--- src/verilog/hsc_pkg.sv ---
/*
 * Constants, encodings and helper functions for the high-side switch
 * cyclic control block. Assumes a 125 MHz core clock.
 */
// What this block does
// - Timer B on-time codes 001-101 give 0.1 to 20 ms; 000 stops, output low.
// - On-time code 110 stops timer B with output high; 111 is reserved.
// - Timer B period codes 000-110 give 10 ms to 2 s; 111 reserved.
// - Writing a running on-time code starts the assigned timer, no extra command.
// - Restart clear with cyclic sensing also clears the timer period and on-time.
// - Reserved bits ignore writes and read back as zero.
// - Shutdown bit 6 low turns all switches off on supply overvoltage.
// - Shutdown bit 5 low turns all switches off on supply undervoltage.
// - Bit 4 high restores switches after the fault; low leaves them off.
// - Source codes: off, on, timer A, timer B, pulse A, pulse B; 110/111 reserved.
// - Select A holds switches 1,2; select B holds 3,4; bits 2:0 and 6:4.
// - Overcurrent or overtemperature clears that switch's source field to off.
// - All four registers reset to zero on power-on and soft reset.
// - Timer A uses the same on-time and period encodings as timer B.
// - Pulse duty 0 is off, 255 fully on, else on for duty/255.
`default_nettype none
package hsc_pkg;
	localparam logic [6:0] ADDR_TIMER_B  = 7'h0d;
	localparam logic [6:0] ADDR_SHUTDOWN = 7'h10;
	localparam logic [6:0] ADDR_SW_A     = 7'h14;
	localparam logic [6:0] ADDR_SW_B     = 7'h15;
	localparam logic [7:0] MASK_TIMER    = 8'h77;
	localparam logic [7:0] MASK_SHUTDOWN = 8'h70;
	localparam logic [7:0] MASK_SW       = 8'h77;
	localparam logic [7:0] RESET_VAL     = 8'h00;
	localparam int ON_LSB     = 4;
	localparam int PER_LSB    = 0;
	localparam int OV_DIS_BIT = 6;
	localparam int UV_DIS_BIT = 5;
	localparam int REC_BIT    = 4;
	localparam int SRC_LO_LSB = 0;
	localparam int SRC_HI_LSB = 4;

	typedef enum logic [2:0] {
		SRC_OFF   = 3'h0,
		SRC_ON    = 3'h1,
		SRC_TMR_A = 3'h2,
		SRC_TMR_B = 3'h3,
		SRC_PWM_A = 3'h4,
		SRC_PWM_B = 3'h5
	} hsc_src_t;
	localparam logic [2:0] ON_STOP_LOW  = 3'h0;
	localparam logic [2:0] ON_STOP_HIGH = 3'h6;
	localparam logic [2:0] ON_RESERVED  = 3'h7;
	localparam logic [2:0] PER_RESERVED = 3'h7;

	// timing: all timer figures are whole multiples of a 0.1 ms tick
	localparam int CLK_PERIOD_NS   = 8;
	localparam int TICK_NS         = 100000;
	localparam int TICK_CYCLES     = TICK_NS / CLK_PERIOD_NS;
	localparam int PWM_PERIOD_NS   = 5000000;
	localparam int PWM_STEPS       = 255;
	localparam int PWM_STEP_CYCLES = PWM_PERIOD_NS / (CLK_PERIOD_NS * PWM_STEPS);
	localparam logic [15:0] ON_0P1MS_TICKS = 16'h0001;
	localparam logic [15:0] ON_0P3MS_TICKS = 16'h0003;
	localparam logic [15:0] ON_1MS_TICKS   = 16'h000a;
	localparam logic [15:0] ON_10MS_TICKS  = 16'h0064;
	localparam logic [15:0] ON_20MS_TICKS  = 16'h00c8;
	localparam logic [15:0] PER_10MS_TICKS  = 16'h0064;
	localparam logic [15:0] PER_20MS_TICKS  = 16'h00c8;
	localparam logic [15:0] PER_50MS_TICKS  = 16'h01f4;
	localparam logic [15:0] PER_100MS_TICKS = 16'h03e8;
	localparam logic [15:0] PER_200MS_TICKS = 16'h07d0;
	localparam logic [15:0] PER_1S_TICKS    = 16'h2710;
	localparam logic [15:0] PER_2S_TICKS    = 16'h4e20;

	// on-time in ticks; zero for the stop and reserved codes
	function automatic logic [15:0] on_ticks(input logic [2:0] code);
		case (code)
			3'h1: on_ticks = ON_0P1MS_TICKS;
			3'h2: on_ticks = ON_0P3MS_TICKS;
			3'h3: on_ticks = ON_1MS_TICKS;
			3'h4: on_ticks = ON_10MS_TICKS;
			3'h5: on_ticks = ON_20MS_TICKS;
			default: on_ticks = 16'h0000;
		endcase
	endfunction

	// period in ticks; zero for the reserved code
	function automatic logic [15:0] per_ticks(input logic [2:0] code);
		case (code)
			3'h0: per_ticks = PER_10MS_TICKS;
			3'h1: per_ticks = PER_20MS_TICKS;
			3'h2: per_ticks = PER_50MS_TICKS;
			3'h3: per_ticks = PER_100MS_TICKS;
			3'h4: per_ticks = PER_200MS_TICKS;
			3'h5: per_ticks = PER_1S_TICKS;
			3'h6: per_ticks = PER_2S_TICKS;
			default: per_ticks = 16'h0000;
		endcase
	endfunction

	// level chosen by a source field; reserved codes act as off
	function automatic logic src_level(input logic [2:0] code, input logic [3:0] srcs);
		case (code)
			SRC_ON:    src_level = 1'b1;
			SRC_TMR_A: src_level = srcs[0];
			SRC_TMR_B: src_level = srcs[1];
			SRC_PWM_A: src_level = srcs[2];
			SRC_PWM_B: src_level = srcs[3];
			default:   src_level = 1'b0;
		endcase
	endfunction
endpackage
`default_nettype wire

--- src/verilog/hsc_timer_if.sv ---
/*
 * Link between the switch controller and one cyclic timer.
 * Assumes both ends share the core clock.
 */
`default_nettype none
interface hsc_timer_if;
	logic [2:0] on_code;
	logic [2:0] per_code;
	logic       start;
	logic       tick;
	logic       out;
	modport ctl (output on_code, output per_code, output start, output tick, input out);
	modport tmr (input on_code, input per_code, input start, input tick, output out);
endinterface
`default_nettype wire

--- src/verilog/hsc_switch_ctrl.sv ---
/*
 * High-side switch source selection, timer B settings and supply fault
 * shutdown. Assumes a decoded byte register port from the serial front end
 * and fault levels synchronous to the core clock.
 */
`default_nettype none
module hsc_switch_ctrl #(
	parameter int unsigned P_TICK_CYCLES = hsc_pkg::TICK_CYCLES
) (
	input  wire logic       i_clk,
	input  wire logic       i_reset_n,
	input  wire logic       i_soft_reset,
	input  wire logic       i_wr_en,
	input  wire logic       i_rd_en,
	input  wire logic [6:0] i_addr,
	input  wire logic [7:0] i_wr_data,
	output var  logic [7:0] o_rd_data,
	input  wire logic [7:0] i_timer_a_config,
	input  wire logic [7:0] i_pulse_a_duty,
	input  wire logic [7:0] i_pulse_b_duty,
	input  wire logic       i_supply_ov,
	input  wire logic       i_supply_uv,
	input  wire logic [3:0] i_overcurrent,
	input  wire logic [3:0] i_overtemp,
	input  wire logic       i_restart_clear,
	input  wire logic       i_cyclic_sense,
	output var  logic [3:0] o_switch_on,
	output var  logic       o_timer_a_clear
);
	logic [7:0]  tmb_q;
	logic [7:0]  shd_q;
	logic [7:0]  sw_q [2];
	logic [2:0]  src [4];
	logic [3:0]  hw_clr;
	logic [3:0]  levels;
	logic [1:0]  pwm;
	logic [1:0]  tmr_out;
	logic [7:0]  duty [2];
	logic [23:0] tick_cnt_q;
	logic        tick_q;
	logic [11:0] step_q;
	logic [7:0]  phase_q;
	logic [7:0]  ta_cfg_q;
	logic        fault;
	logic        wipe_timer;
	logic        tb_wr;

	hsc_timer_if tif [2] ();

	// supply fault: each direction can be masked on its own
	assign fault = (i_supply_ov && !shd_q[hsc_pkg::OV_DIS_BIT])
		|| (i_supply_uv && !shd_q[hsc_pkg::UV_DIS_BIT]);
	assign wipe_timer = i_restart_clear && i_cyclic_sense;
	assign tb_wr = i_wr_en && (i_addr == hsc_pkg::ADDR_TIMER_B);

	// four switch fields, two per register
	assign src[0] = sw_q[0][hsc_pkg::SRC_LO_LSB +: 3];
	assign src[1] = sw_q[0][hsc_pkg::SRC_HI_LSB +: 3];
	assign src[2] = sw_q[1][hsc_pkg::SRC_LO_LSB +: 3];
	assign src[3] = sw_q[1][hsc_pkg::SRC_HI_LSB +: 3];

	// hardware clears per switch: protection trip, unrecovered fault, restart
	assign hw_clr = i_overcurrent | i_overtemp
		| {4{fault && !shd_q[hsc_pkg::REC_BIT]}}
		| {4{i_restart_clear}};

	// timer B settings; reserved bits never stored
	always_ff @(posedge i_clk or negedge i_reset_n) begin
		if (!i_reset_n) begin
			tmb_q <= hsc_pkg::RESET_VAL;
		end else if (i_soft_reset || wipe_timer) begin
			tmb_q <= hsc_pkg::RESET_VAL;
		end else if (tb_wr) begin
			tmb_q <= i_wr_data & hsc_pkg::MASK_TIMER;
		end
	end

	// shutdown control; clears on restart like the switch fields
	always_ff @(posedge i_clk or negedge i_reset_n) begin
		if (!i_reset_n) begin
			shd_q <= hsc_pkg::RESET_VAL;
		end else if (i_soft_reset || i_restart_clear) begin
			shd_q <= hsc_pkg::RESET_VAL;
		end else if (i_wr_en && (i_addr == hsc_pkg::ADDR_SHUTDOWN)) begin
			shd_q <= i_wr_data & hsc_pkg::MASK_SHUTDOWN;
		end
	end

	// switch source registers; the hardware clear is written last so it wins
	for (genvar g = 0; g < 2; g++) begin : g_sw
		localparam logic [6:0] ADDR = (g == 0) ? hsc_pkg::ADDR_SW_A : hsc_pkg::ADDR_SW_B;
		always_ff @(posedge i_clk or negedge i_reset_n) begin
			if (!i_reset_n) begin
				sw_q[g] <= hsc_pkg::RESET_VAL;
			end else if (i_soft_reset) begin
				sw_q[g] <= hsc_pkg::RESET_VAL;
			end else begin
				if (i_wr_en && (i_addr == ADDR)) begin
					sw_q[g] <= i_wr_data & hsc_pkg::MASK_SW;
				end
				if (hw_clr[2*g]) begin
					sw_q[g][hsc_pkg::SRC_LO_LSB +: 3] <= hsc_pkg::SRC_OFF;
				end
				if (hw_clr[2*g+1]) begin
					sw_q[g][hsc_pkg::SRC_HI_LSB +: 3] <= hsc_pkg::SRC_OFF;
				end
			end
		end
	end

	// read port: registered data, unmapped addresses read zero
	always_ff @(posedge i_clk or negedge i_reset_n) begin
		if (!i_reset_n) begin
			o_rd_data <= 8'h00;
		end else if (!i_rd_en) begin
			o_rd_data <= 8'h00;
		end else if (i_addr == hsc_pkg::ADDR_TIMER_B) begin
			o_rd_data <= tmb_q;
		end else if (i_addr == hsc_pkg::ADDR_SHUTDOWN) begin
			o_rd_data <= shd_q;
		end else if (i_addr == hsc_pkg::ADDR_SW_A) begin
			o_rd_data <= sw_q[0];
		end else if (i_addr == hsc_pkg::ADDR_SW_B) begin
			o_rd_data <= sw_q[1];
		end else begin
			o_rd_data <= 8'h00;
		end
	end

	// 0.1 ms tick shared by both timers
	always_ff @(posedge i_clk or negedge i_reset_n) begin
		if (!i_reset_n) begin
			tick_cnt_q <= 24'h000000;
			tick_q     <= 1'b0;
		end else if (tick_cnt_q == 24'(P_TICK_CYCLES - 1)) begin
			tick_cnt_q <= 24'h000000;
			tick_q     <= 1'b1;
		end else begin
			tick_cnt_q <= tick_cnt_q + 24'h000001;
			tick_q     <= 1'b0;
		end
	end

	// timer A settings live elsewhere; a change of them restarts the timer
	always_ff @(posedge i_clk or negedge i_reset_n) begin
		if (!i_reset_n) begin
			ta_cfg_q <= hsc_pkg::RESET_VAL;
		end else begin
			ta_cfg_q <= i_timer_a_config;
		end
	end

	assign tif[0].on_code  = i_timer_a_config[hsc_pkg::ON_LSB +: 3];
	assign tif[0].per_code = i_timer_a_config[hsc_pkg::PER_LSB +: 3];
	assign tif[0].start    = (i_timer_a_config != ta_cfg_q);
	assign tif[1].on_code  = tmb_q[hsc_pkg::ON_LSB +: 3];
	assign tif[1].per_code = tmb_q[hsc_pkg::PER_LSB +: 3];
	assign tif[1].start    = tb_wr;

	for (genvar t = 0; t < 2; t++) begin : g_tmr
		assign tif[t].tick = tick_q;
		assign tmr_out[t]  = tif[t].out;
		hsc_cyclic_timer u_tmr (
			.i_clk     (i_clk),
			.i_reset_n (i_reset_n),
			.tif       (tif[t])
		);
	end

	// pulse generators: 255 phases so duty 255 never drops low
	always_ff @(posedge i_clk or negedge i_reset_n) begin
		if (!i_reset_n) begin
			step_q  <= 12'h000;
			phase_q <= 8'h00;
		end else if (step_q == 12'(hsc_pkg::PWM_STEP_CYCLES - 1)) begin
			step_q  <= 12'h000;
			phase_q <= (phase_q == 8'(hsc_pkg::PWM_STEPS - 1)) ? 8'h00 : phase_q + 8'h01;
		end else begin
			step_q <= step_q + 12'h001;
		end
	end

	assign duty[0] = i_pulse_a_duty;
	assign duty[1] = i_pulse_b_duty;
	for (genvar p = 0; p < 2; p++) begin : g_pwm
		assign pwm[p] = (duty[p] > phase_q);
	end

	// switch drive: fault forces all off, the fields keep state only while shutdown bit 4 enables recovery
	for (genvar s = 0; s < 4; s++) begin : g_out
		assign levels[s] = !fault && hsc_pkg::src_level(src[s], {pwm, tmr_out});
	end

	always_ff @(posedge i_clk or negedge i_reset_n) begin
		if (!i_reset_n) begin
			o_switch_on     <= 4'h0;
			o_timer_a_clear <= 1'b0;
		end else begin
			o_switch_on     <= levels;
			o_timer_a_clear <= wipe_timer;
		end
	end
endmodule // hsc_switch_ctrl
`default_nettype wire

--- src/verilog/hsc_cyclic_timer.sv ---
/*
 * One cyclic timer: on-time at the head of each period, then low.
 * Assumes a one-cycle tick every 0.1 ms from the controller.
 */
`default_nettype none
module hsc_cyclic_timer (
	input wire logic i_clk,
	input wire logic i_reset_n,
	hsc_timer_if.tmr tif
);
	typedef enum logic [1:0] {
		ST_IDLE = 2'b00,
		ST_ON   = 2'b01,
		ST_OFF  = 2'b11
	} hsc_tstate_t;

	hsc_tstate_t state_q;
	logic [15:0] cnt_q;
	logic        run_q;
	logic        running;
	logic [15:0] on_len;
	logic [15:0] per_len;
	logic [15:0] cnt_inc;

	assign on_len  = hsc_pkg::on_ticks(tif.on_code);
	assign per_len = hsc_pkg::per_ticks(tif.per_code);
	assign running = (on_len != 16'h0000) && (per_len != 16'h0000);
	assign cnt_inc = cnt_q + 16'h0001;

	// remembers whether a running code was already present
	always_ff @(posedge i_clk or negedge i_reset_n) begin
		if (!i_reset_n) begin
			run_q <= 1'b0;
		end else begin
			run_q <= running;
		end
	end

	// start on a write or when a running code first appears, so no separate go bit
	always_ff @(posedge i_clk or negedge i_reset_n) begin
		if (!i_reset_n) begin
			state_q <= ST_IDLE;
			cnt_q   <= 16'h0000;
		end else if (!running) begin
			state_q <= ST_IDLE;
			cnt_q   <= 16'h0000;
		end else if (tif.start || !run_q) begin
			state_q <= ST_ON;
			cnt_q   <= 16'h0000;
		end else if (tif.tick) begin
			// compare with >= so a period shortened mid-cycle still wraps
			if (cnt_inc >= per_len) begin
				state_q <= ST_ON;
				cnt_q   <= 16'h0000;
			end else begin
				cnt_q <= cnt_inc;
				if (cnt_inc == on_len) begin
					state_q <= ST_OFF;
				end
			end
		end
	end

	// stopped timers hold low, or high for the hold-high code
	assign tif.out = (state_q == ST_ON) ||
		((state_q == ST_IDLE) && (tif.on_code == hsc_pkg::ON_STOP_HIGH));
endmodule // hsc_cyclic_timer
`default_nettype wire

--- config.mk ---
export PLATFORM = sky130hd
export DESIGN_NAME = hsc_switch_ctrl
export DESIGN_NICKNAME = d
export VERILOG_FILES = /design/src/verilog/hsc_pkg.sv /design/src/verilog/hsc_timer_if.sv /design/src/verilog/hsc_switch_ctrl.sv /design/src/verilog/hsc_cyclic_timer.sv
export SDC_FILE = /design/constraint.sdc
export NUM_CORES = 1
export LEC_CHECK = 0
export BUFFER_PORTS_ARGS = -buffer_cell sky130_fd_sc_hd__buf_2
export CAP_MARGIN = 10
export CORE_ASPECT_RATIO = 0.75
export CORE_UTILIZATION = 50
export CTS_BUF_LIST = sky130_fd_sc_hd__clkbuf_8
export CTS_CLUSTER_DIAMETER = 150
export DETAILED_ROUTE_END_ITERATION = 7
export PLACE_DENSITY_LB_ADDON = 0.25
export SETUP_SLACK_MARGIN = 0.05
export SLEW_MARGIN = 20
export SYNTH_ARGS = -nofsm -noshare
export SYNTH_HDL_FRONTEND = slang
export SYNTH_SLANG_ARGS = --single-unit
--- constraint.sdc ---
create_clock -name i_clk -period 7.25 [get_ports i_clk]
set_input_delay 1.0875 -clock i_clk [delete_from_list [all_inputs] [get_ports i_clk]]
set_output_delay 1.0875 -clock i_clk [all_outputs]
set_load 0.05 [all_outputs]
# After elaboration in Yosys (flattened, before gate mapping)
# Index checks and enable logic that the tools add are counted.
[classes] bitwise=3 addsub=5 eq_ne=60 muxes=47 order_cmp=4 n_reduce_logical=47
[op_table] operator="one-hot mux 15 bit (7 select lines)" count=2
[op_table] operator="2-to-1 mux 16 bit" count=8
[op_table] operator="2-to-1 mux 8 bit" count=14
[op_table] operator="one-hot mux 8 bit (5 select lines)" count=2
[op_table] operator="nonzero test 16 bit" count=4
[op_table] operator="== test 3 bit (second input constant)" count=20
[op_table] operator="== test 3 x 2 -> 1 bit (second input constant)" count=16
[op_table] operator="adder 16 x 1 -> 16 bit (second input constant)" count=2
[op_table] operator="== test 16 x 8 -> 1 bit" count=2
[op_table] operator=">= comparator 16 x 15 -> 1 bit" count=2
[op_table] operator="adder 24 x 1 -> 24 bit (second input constant)" count=1
[op_table] operator="== test 24 x 14 -> 1 bit (second input constant)" count=1
[op_table] operator="== test 3 x 1 -> 1 bit (second input constant)" count=8
[op_table] operator="2-to-1 mux 24 bit" count=1
[op_table] operator="== test 7 x 5 -> 1 bit (second input constant)" count=3
[op_table] operator="2-to-1 mux 2 bit" count=10
[op_table] operator="one-hot mux 1 bit (5 select lines)" count=4
[op_table] operator="greater-than comparator 8 bit" count=2
[op_table] operator="logical AND 1 bit" count=16
[op_table] operator="adder 12 x 1 -> 12 bit (second input constant)" count=1
[op_table] operator="== test 12 bit (second input constant)" count=1
[op_table] operator="2-to-1 mux 12 bit" count=1
[op_table] operator="2-to-1 mux 3 bit" count=4
[op_table] operator="bitwise OR 4 bit" count=3
[op_table] operator="15 further kinds" count=38
[totals] ff_bits=136 elab_cells=188 output_inout_bits=13

# Depth between registers and ports, before layout
[logic_depth] word_depth=8 depth_mapped=16 depth_no_buf=14

# Hierarchy
# A second synthesis with hierarchy kept.
[unflattened] cells_unflattened=881 area_unflattened_um2=8017.7
[modules_own_cells] module="hsc_switch_ctrl" n_inst=1 area_per_inst_um2=4414.2 cells_each=433 seq_area_each_um2=2127.0
[modules_own_cells] module="hsc_cyclic_timer" n_inst=2 area_per_inst_um2=1801.7 cells_each=224 seq_area_each_um2=475.5

# Least setup slack after synthesis
# No wires, ideal clock.
[synth_path] path_type="input port to flip-flop" startpoint="input port i_timer_a_config[2]" endpoint="register g_tmr[0].u_tmr.cnt_q[6]" setup_ns=0.110 path_slack_ns=3.548 path_stages=13 required_ns=7.140 path_buffers=1 arrival_ns=3.591 path_cell_list="clkbuf_1 nor2b_1 nor2_1 nor2_1 ha_1 a211o_1 o211ai_1 o211ai_1 a211o_1 a311o_1 inv_1 o21ai_1 o41ai_1"
[synth_via] elab_chain_len=7
[synth_lines] element="start: declaration" line_no="hsc_switch_ctrl.sv:18" text="input wire logic [7:0] i_timer_a_config,"
[synth_lines] element="== test 3 bit, or another cell as far along" line_no="hsc_pkg.sv:86" text="case (code)"
[synth_lines] element="one-hot mux 15 bit (7 select lines)" line_no="hsc_pkg.sv:86"
[synth_lines] element=">= comparator 16 x 15 -> 1 bit" line_no="hsc_cyclic_timer.sv:52" text="if (cnt_inc >= per_len) begin"
[synth_lines] element="2-to-1 mux 16 bit" line_no="hsc_cyclic_timer.sv:52"
[synth_lines] element="2-to-1 mux 16 bit" line_no="hsc_cyclic_timer.sv:50" text="end else if (tif.tick) begin"
[synth_lines] element="2-to-1 mux 16 bit" line_no="hsc_cyclic_timer.sv:47" text="end else if (tif.start || !run_q) begin"
[synth_lines] element="2-to-1 mux 16 bit" line_no="hsc_cyclic_timer.sv:44" text="end else if (!running) begin"
[synth_lines] element="end signal: assignment" line_no="hsc_cyclic_timer.sv:56" text="cnt_q <= cnt_inc;"
[synth_lines] element="end: declaration" line_no="hsc_cyclic_timer.sv:18" text="logic [15:0] cnt_q;"
# Several ways; a longest one is shown, not always the timed one. The select of a mux whose other input is x is not followed.
# A chain may end at the register's enable or synchronous reset.

# Final worst setup path
[layout_path] startpoint="register g_tmr[1].u_tmr.cnt_q[0]" endpoint="register g_tmr[1].u_tmr.cnt_q[5]"
[layout_via] elab_chain_len=6
[layout_lines] element="start: declaration" line_no="hsc_cyclic_timer.sv:18"
[layout_lines] element="start signal: assignment" line_no="hsc_cyclic_timer.sv:56"
[layout_lines] element="adder 16 x 1 -> 16 bit *" line_no="hsc_cyclic_timer.sv:28" text="assign cnt_inc = cnt_q + 16'h0001;"
[layout_lines] element=">= comparator 16 x 15 -> 1 bit" line_no="hsc_cyclic_timer.sv:52"
[layout_lines] element="2-to-1 mux 16 bit *" line_no="hsc_cyclic_timer.sv:52"
[layout_lines] element="2-to-1 mux 16 bit *" line_no="hsc_cyclic_timer.sv:50"
[layout_lines] element="2-to-1 mux 16 bit *" line_no="hsc_cyclic_timer.sv:47"
[layout_lines] element="2-to-1 mux 16 bit *" line_no="hsc_cyclic_timer.sv:44"
# Mark *: on every way between the ends. The rest lies on a longest branch, timed or not. The select of a mux whose other input is x is not followed.

==> impl_metrics.tcl <==
set metrics [dict create \
    p_leak_nw 4.02 \
    fill_cells 1334 \
    boundaryPins 69 \
    drt-met1-wl_um 8890 \
    drt.antenna.violating_nets 0 \
    min_path_type "reg2reg" \
    synth-main-ff-cell "dfrtp_1" \
    status "finished clean" \
    die_x_um 146 \
    cts_made_buffers 17 \
    num_vias 6273 \
    timing.rr.start "g_tmr[1].u_tmr.cnt_q[0]" \
    ctsRootBufferMaster "clkbuf_8" \
    postLayoutSetupSlackWorst_ns 2.97 \
    setup_viol 0 \
    maxSlewViolCount 0 \
    crit_slowest_cell "or3_1" \
    drc 0 \
    core_um2 15200 \
    grt_pass1_vias 5789 \
    synth_warnings 0 \
    cts_tree "done" \
    holdCritStartpoint "tick_cnt_q[23]" \
    die-area_um2 16000 \
    peakVddDrop_v 0.000108 \
    worstPathCellList "ha_1 > nand3_1 > nor4_1 > xor2_1 > ha_1 > a21oi_1 > nand2_1 > or4_1 > or3_1 > or2_0 > o31ai_1" \
    fmax_ghz 0.233 \
    drtPass1Iterations 7 \
    rows 39 \
    netlist_area_um2 7760 \
    grt_use_total 0.231 \
    drtIter0Drc 419 \
    worstSetupEndpointType "flip-flop" \
    crit_path_max_incr_delay_ns 0.65 \
    ys_ff_latch 123 \
    r2r_end "g_tmr[1].u_tmr.cnt_q[5]" \
    reg2reg_slack_ns 2.97 \
    timing.clock.skew_ns 0.0102 \
    die_y_um 110 \
    async_flop_share 1.00 \
    htreeDepth 4 \
    initial_core_util 0.511 \
    synth-compound-area-share 0.127 \
    regArea_um2 3080 \
    cap_violations 0 \
    hold_violations 0 \
    antenna_found_initial 0 \
    drive_gt1_frac 0.126 \
    synth_top_family_by_area "simple AND/OR/NAND/NOR gates" \
    cts_setup_buffers 0 \
    worstHoldPathCells 1 \
    wl_met3_um 914 \
    synth.area.mux_share 0.0326 \
    top_layer_used "met4" \
    syn_inst 844 \
    clk_pin_slew_ns 0.08 \
    area_delta_synth_final_pct 11.5 \
    startpoint_type "flip-flop" \
    synth_xor_area_frac 0.0926 \
    required_ns 7.61 \
    clock_latency_ns 0.45 \
    fin_crit_sh 0.591 \
    rr_worst_depth 11 \
    routed_wl_um 17100 \
    relSlewSlack 0.322 \
    synthSimpleGateAreaFrac 0.223 \
    ys_seq_area_frac 0.397 \
    cts_buffer_depth 2 \
    powerDensity_nw_per_um2 170 \
    grt_max_degree 75 \
    cpMostUsedCell "ha_1" \
    crit_path_max_fanout 16 \
    nets 1006 \
    hold_end "tick_cnt_q[23]" \
    synthAdderAreaFrac 0.0867 \
    cp.arrival_ns 4.64 \
    dpl_worst_slack_ns 2.94 \
    ys_types 62 \
    synth_edf_count 0 \
    drt-vias-per-instance 5.63 \
    tightestPinTransition_ns 1.01 \
    portBuffers 64 \
    wl_per_cell_um 15.4 \
    grt_pass1_wl_um 29100 \
    cts_hold_buf 0 \
    setup_tns_ns 0 \
    cts_resized 0 \
    place.gp.congestion 0.833 \
    cts.sinks 123 \
    grt-ovfl-total 0 \
    hpwl_um 12500 \
    diodes 0 \
    rsz0062_at_grt "false" \
    post_synth.cell_area_avg_um2 9.19 \
    wl_met2_um 7100 \
    path_class "reg2reg" \
    period_needed_ns 4.28 \
    multi_input_area_um2 4380 \
]
==> critical path, delay by kind of cell (launching register included) <==
family,cells,cell delay [ns]
AO/OA/AOI/OAI,2,0.45
adder cells (fa/ha/maj),2,0.73
XOR/XNOR,1,0.31
flip-flops,1,0.57
AND/OR/NAND/NOR,6,2.13
==> metrics by stage <==
| stage | power [mW] | std cells | cell area, um^2 | hold WS (ns) | utilization |
|---|---|---|---|---|---|
| detailed placement | 0.794 | 1083 | 8210 | 0.463 | 0.541 |
| global route | 1.53 | 1115 | 8650 | 0.492 | 0.570 |
| global placement | 0.793 | 1083 | 8210 | 0.459 | 0.541 |
| floorplan | 0.751 | 845 | 7760 | 0.443 | - |
| finish | 1.47 | 1115 | 8650 | 0.471 | 0.570 |
| CTS | 1.48 | 1115 | 8650 | 0.473 | 0.570 |
==> cells in the final DEF (no fill, tap or decap), types with 23 or more instances in the layout <==
cell | netlist | routed
nand3_1 | 38 | 38
nor2_1 | 68 | 68
xor2_1 | 34 | 34
dfrtp_1 | 123 | 123
nor4_1 | 26 | 25
buf_2 | 5 | 63
mux2i_1 | 23 | 23
nor2b_1 | 23 | 23
a21oi_1 | 30 | 30
o21ai_0 | 44 | 44
xnor2_1 | 48 | 48
inv_1 | 36 | 37
nand4_1 | 23 | 23
ha_1 | 53 | 53
nand2_1 | 75 | 75
==> synthesized netlist by cell type, drive strengths merged, types with 27 or more instances <==
| cell type | number | area share |
|---|---|---|
| xnor2 | 48 | 0.054 |
| nor2 | 68 | 0.033 |
| o21ai | 48 | 0.031 |
| ha | 53 | 0.085 |
| nand3 | 38 | 0.025 |
| dfrtp | 123 | 0.40 |
| nor4 | 27 | 0.023 |
| nand2 | 75 | 0.036 |
| inv | 37 | 0.018 |
| xor2 | 34 | 0.038 |
| a21oi | 30 | 0.019 |
==> power breakdown <==
group	internal, mW	switching [mW]
Combinational	0.0325	0.0561
Sequential	0.690	0.00199
Clock	0.399	0.291
==> area by class of cell <==
type | instances | share of cell area
Tap cell | 205 | 0.0296
Sequential cell | 123 | 0.356
Multi-Input combinational cell | 649 | 0.506
Inverter | 37 | 0.0160
Clock inverter | 12 | 0.0197
Clock buffer | 20 | 0.0318
Timing Repair Buffer | 69 | 0.0416
==> how the worst max path moves through the flow <==
stage | startpoint | to | slack [ns]
floorplan | i_timer_a_config[2] | g_tmr[0].u_tmr.cnt_q[6] | 3.55
global placement | i_timer_a_config[2] | g_tmr[0].u_tmr.cnt_q[6] | 3.01
detailed placement | i_timer_a_config[2] | g_tmr[0].u_tmr.cnt_q[7] | 2.94
CTS | g_tmr[1].u_tmr.cnt_q[0] | g_tmr[1].u_tmr.cnt_q[5] | 2.99
global route | g_tmr[1].u_tmr.cnt_q[0] | g_tmr[1].u_tmr.cnt_q[7] | 2.63
finish | g_tmr[1].u_tmr.cnt_q[0] | g_tmr[1].u_tmr.cnt_q[5] | 2.97
==> metal layers <==
metal  track usage  vias to the layer above
met5             0                        -
met4        0.0774                        0
met3        0.0515                       19
met2         0.327                      165
met1         0.343                     2941
li1              -                     3148
==> sequential cells by signal, summed over array words and instances, names as in the netlist <==
name,cells
g_tmr.u_tmr.cnt_q,32
tick_q,1
o_timer_a_clear,1
o_switch_on,4
o_rd_data,6
tick_cnt_q,24
tmb_q,6
shd_q,3
g_tmr.u_tmr.run_q,2
src,12
ta_cfg_q,8
step_q,12
phase_q,8
g_tmr.u_tmr.state_q,4
==> cell families after synthesis <==
kind of cell             after synthesis
buffers and inverters                 73
flip-flops                           123
XOR/XNOR                              82
adder cells (fa/ha/maj)               54
multiplexers                          25
other                                  1
AND/OR/NAND/NOR                      334
AO/OA/AOI/OAI                        152
Power figures use the tool's default switching activity.
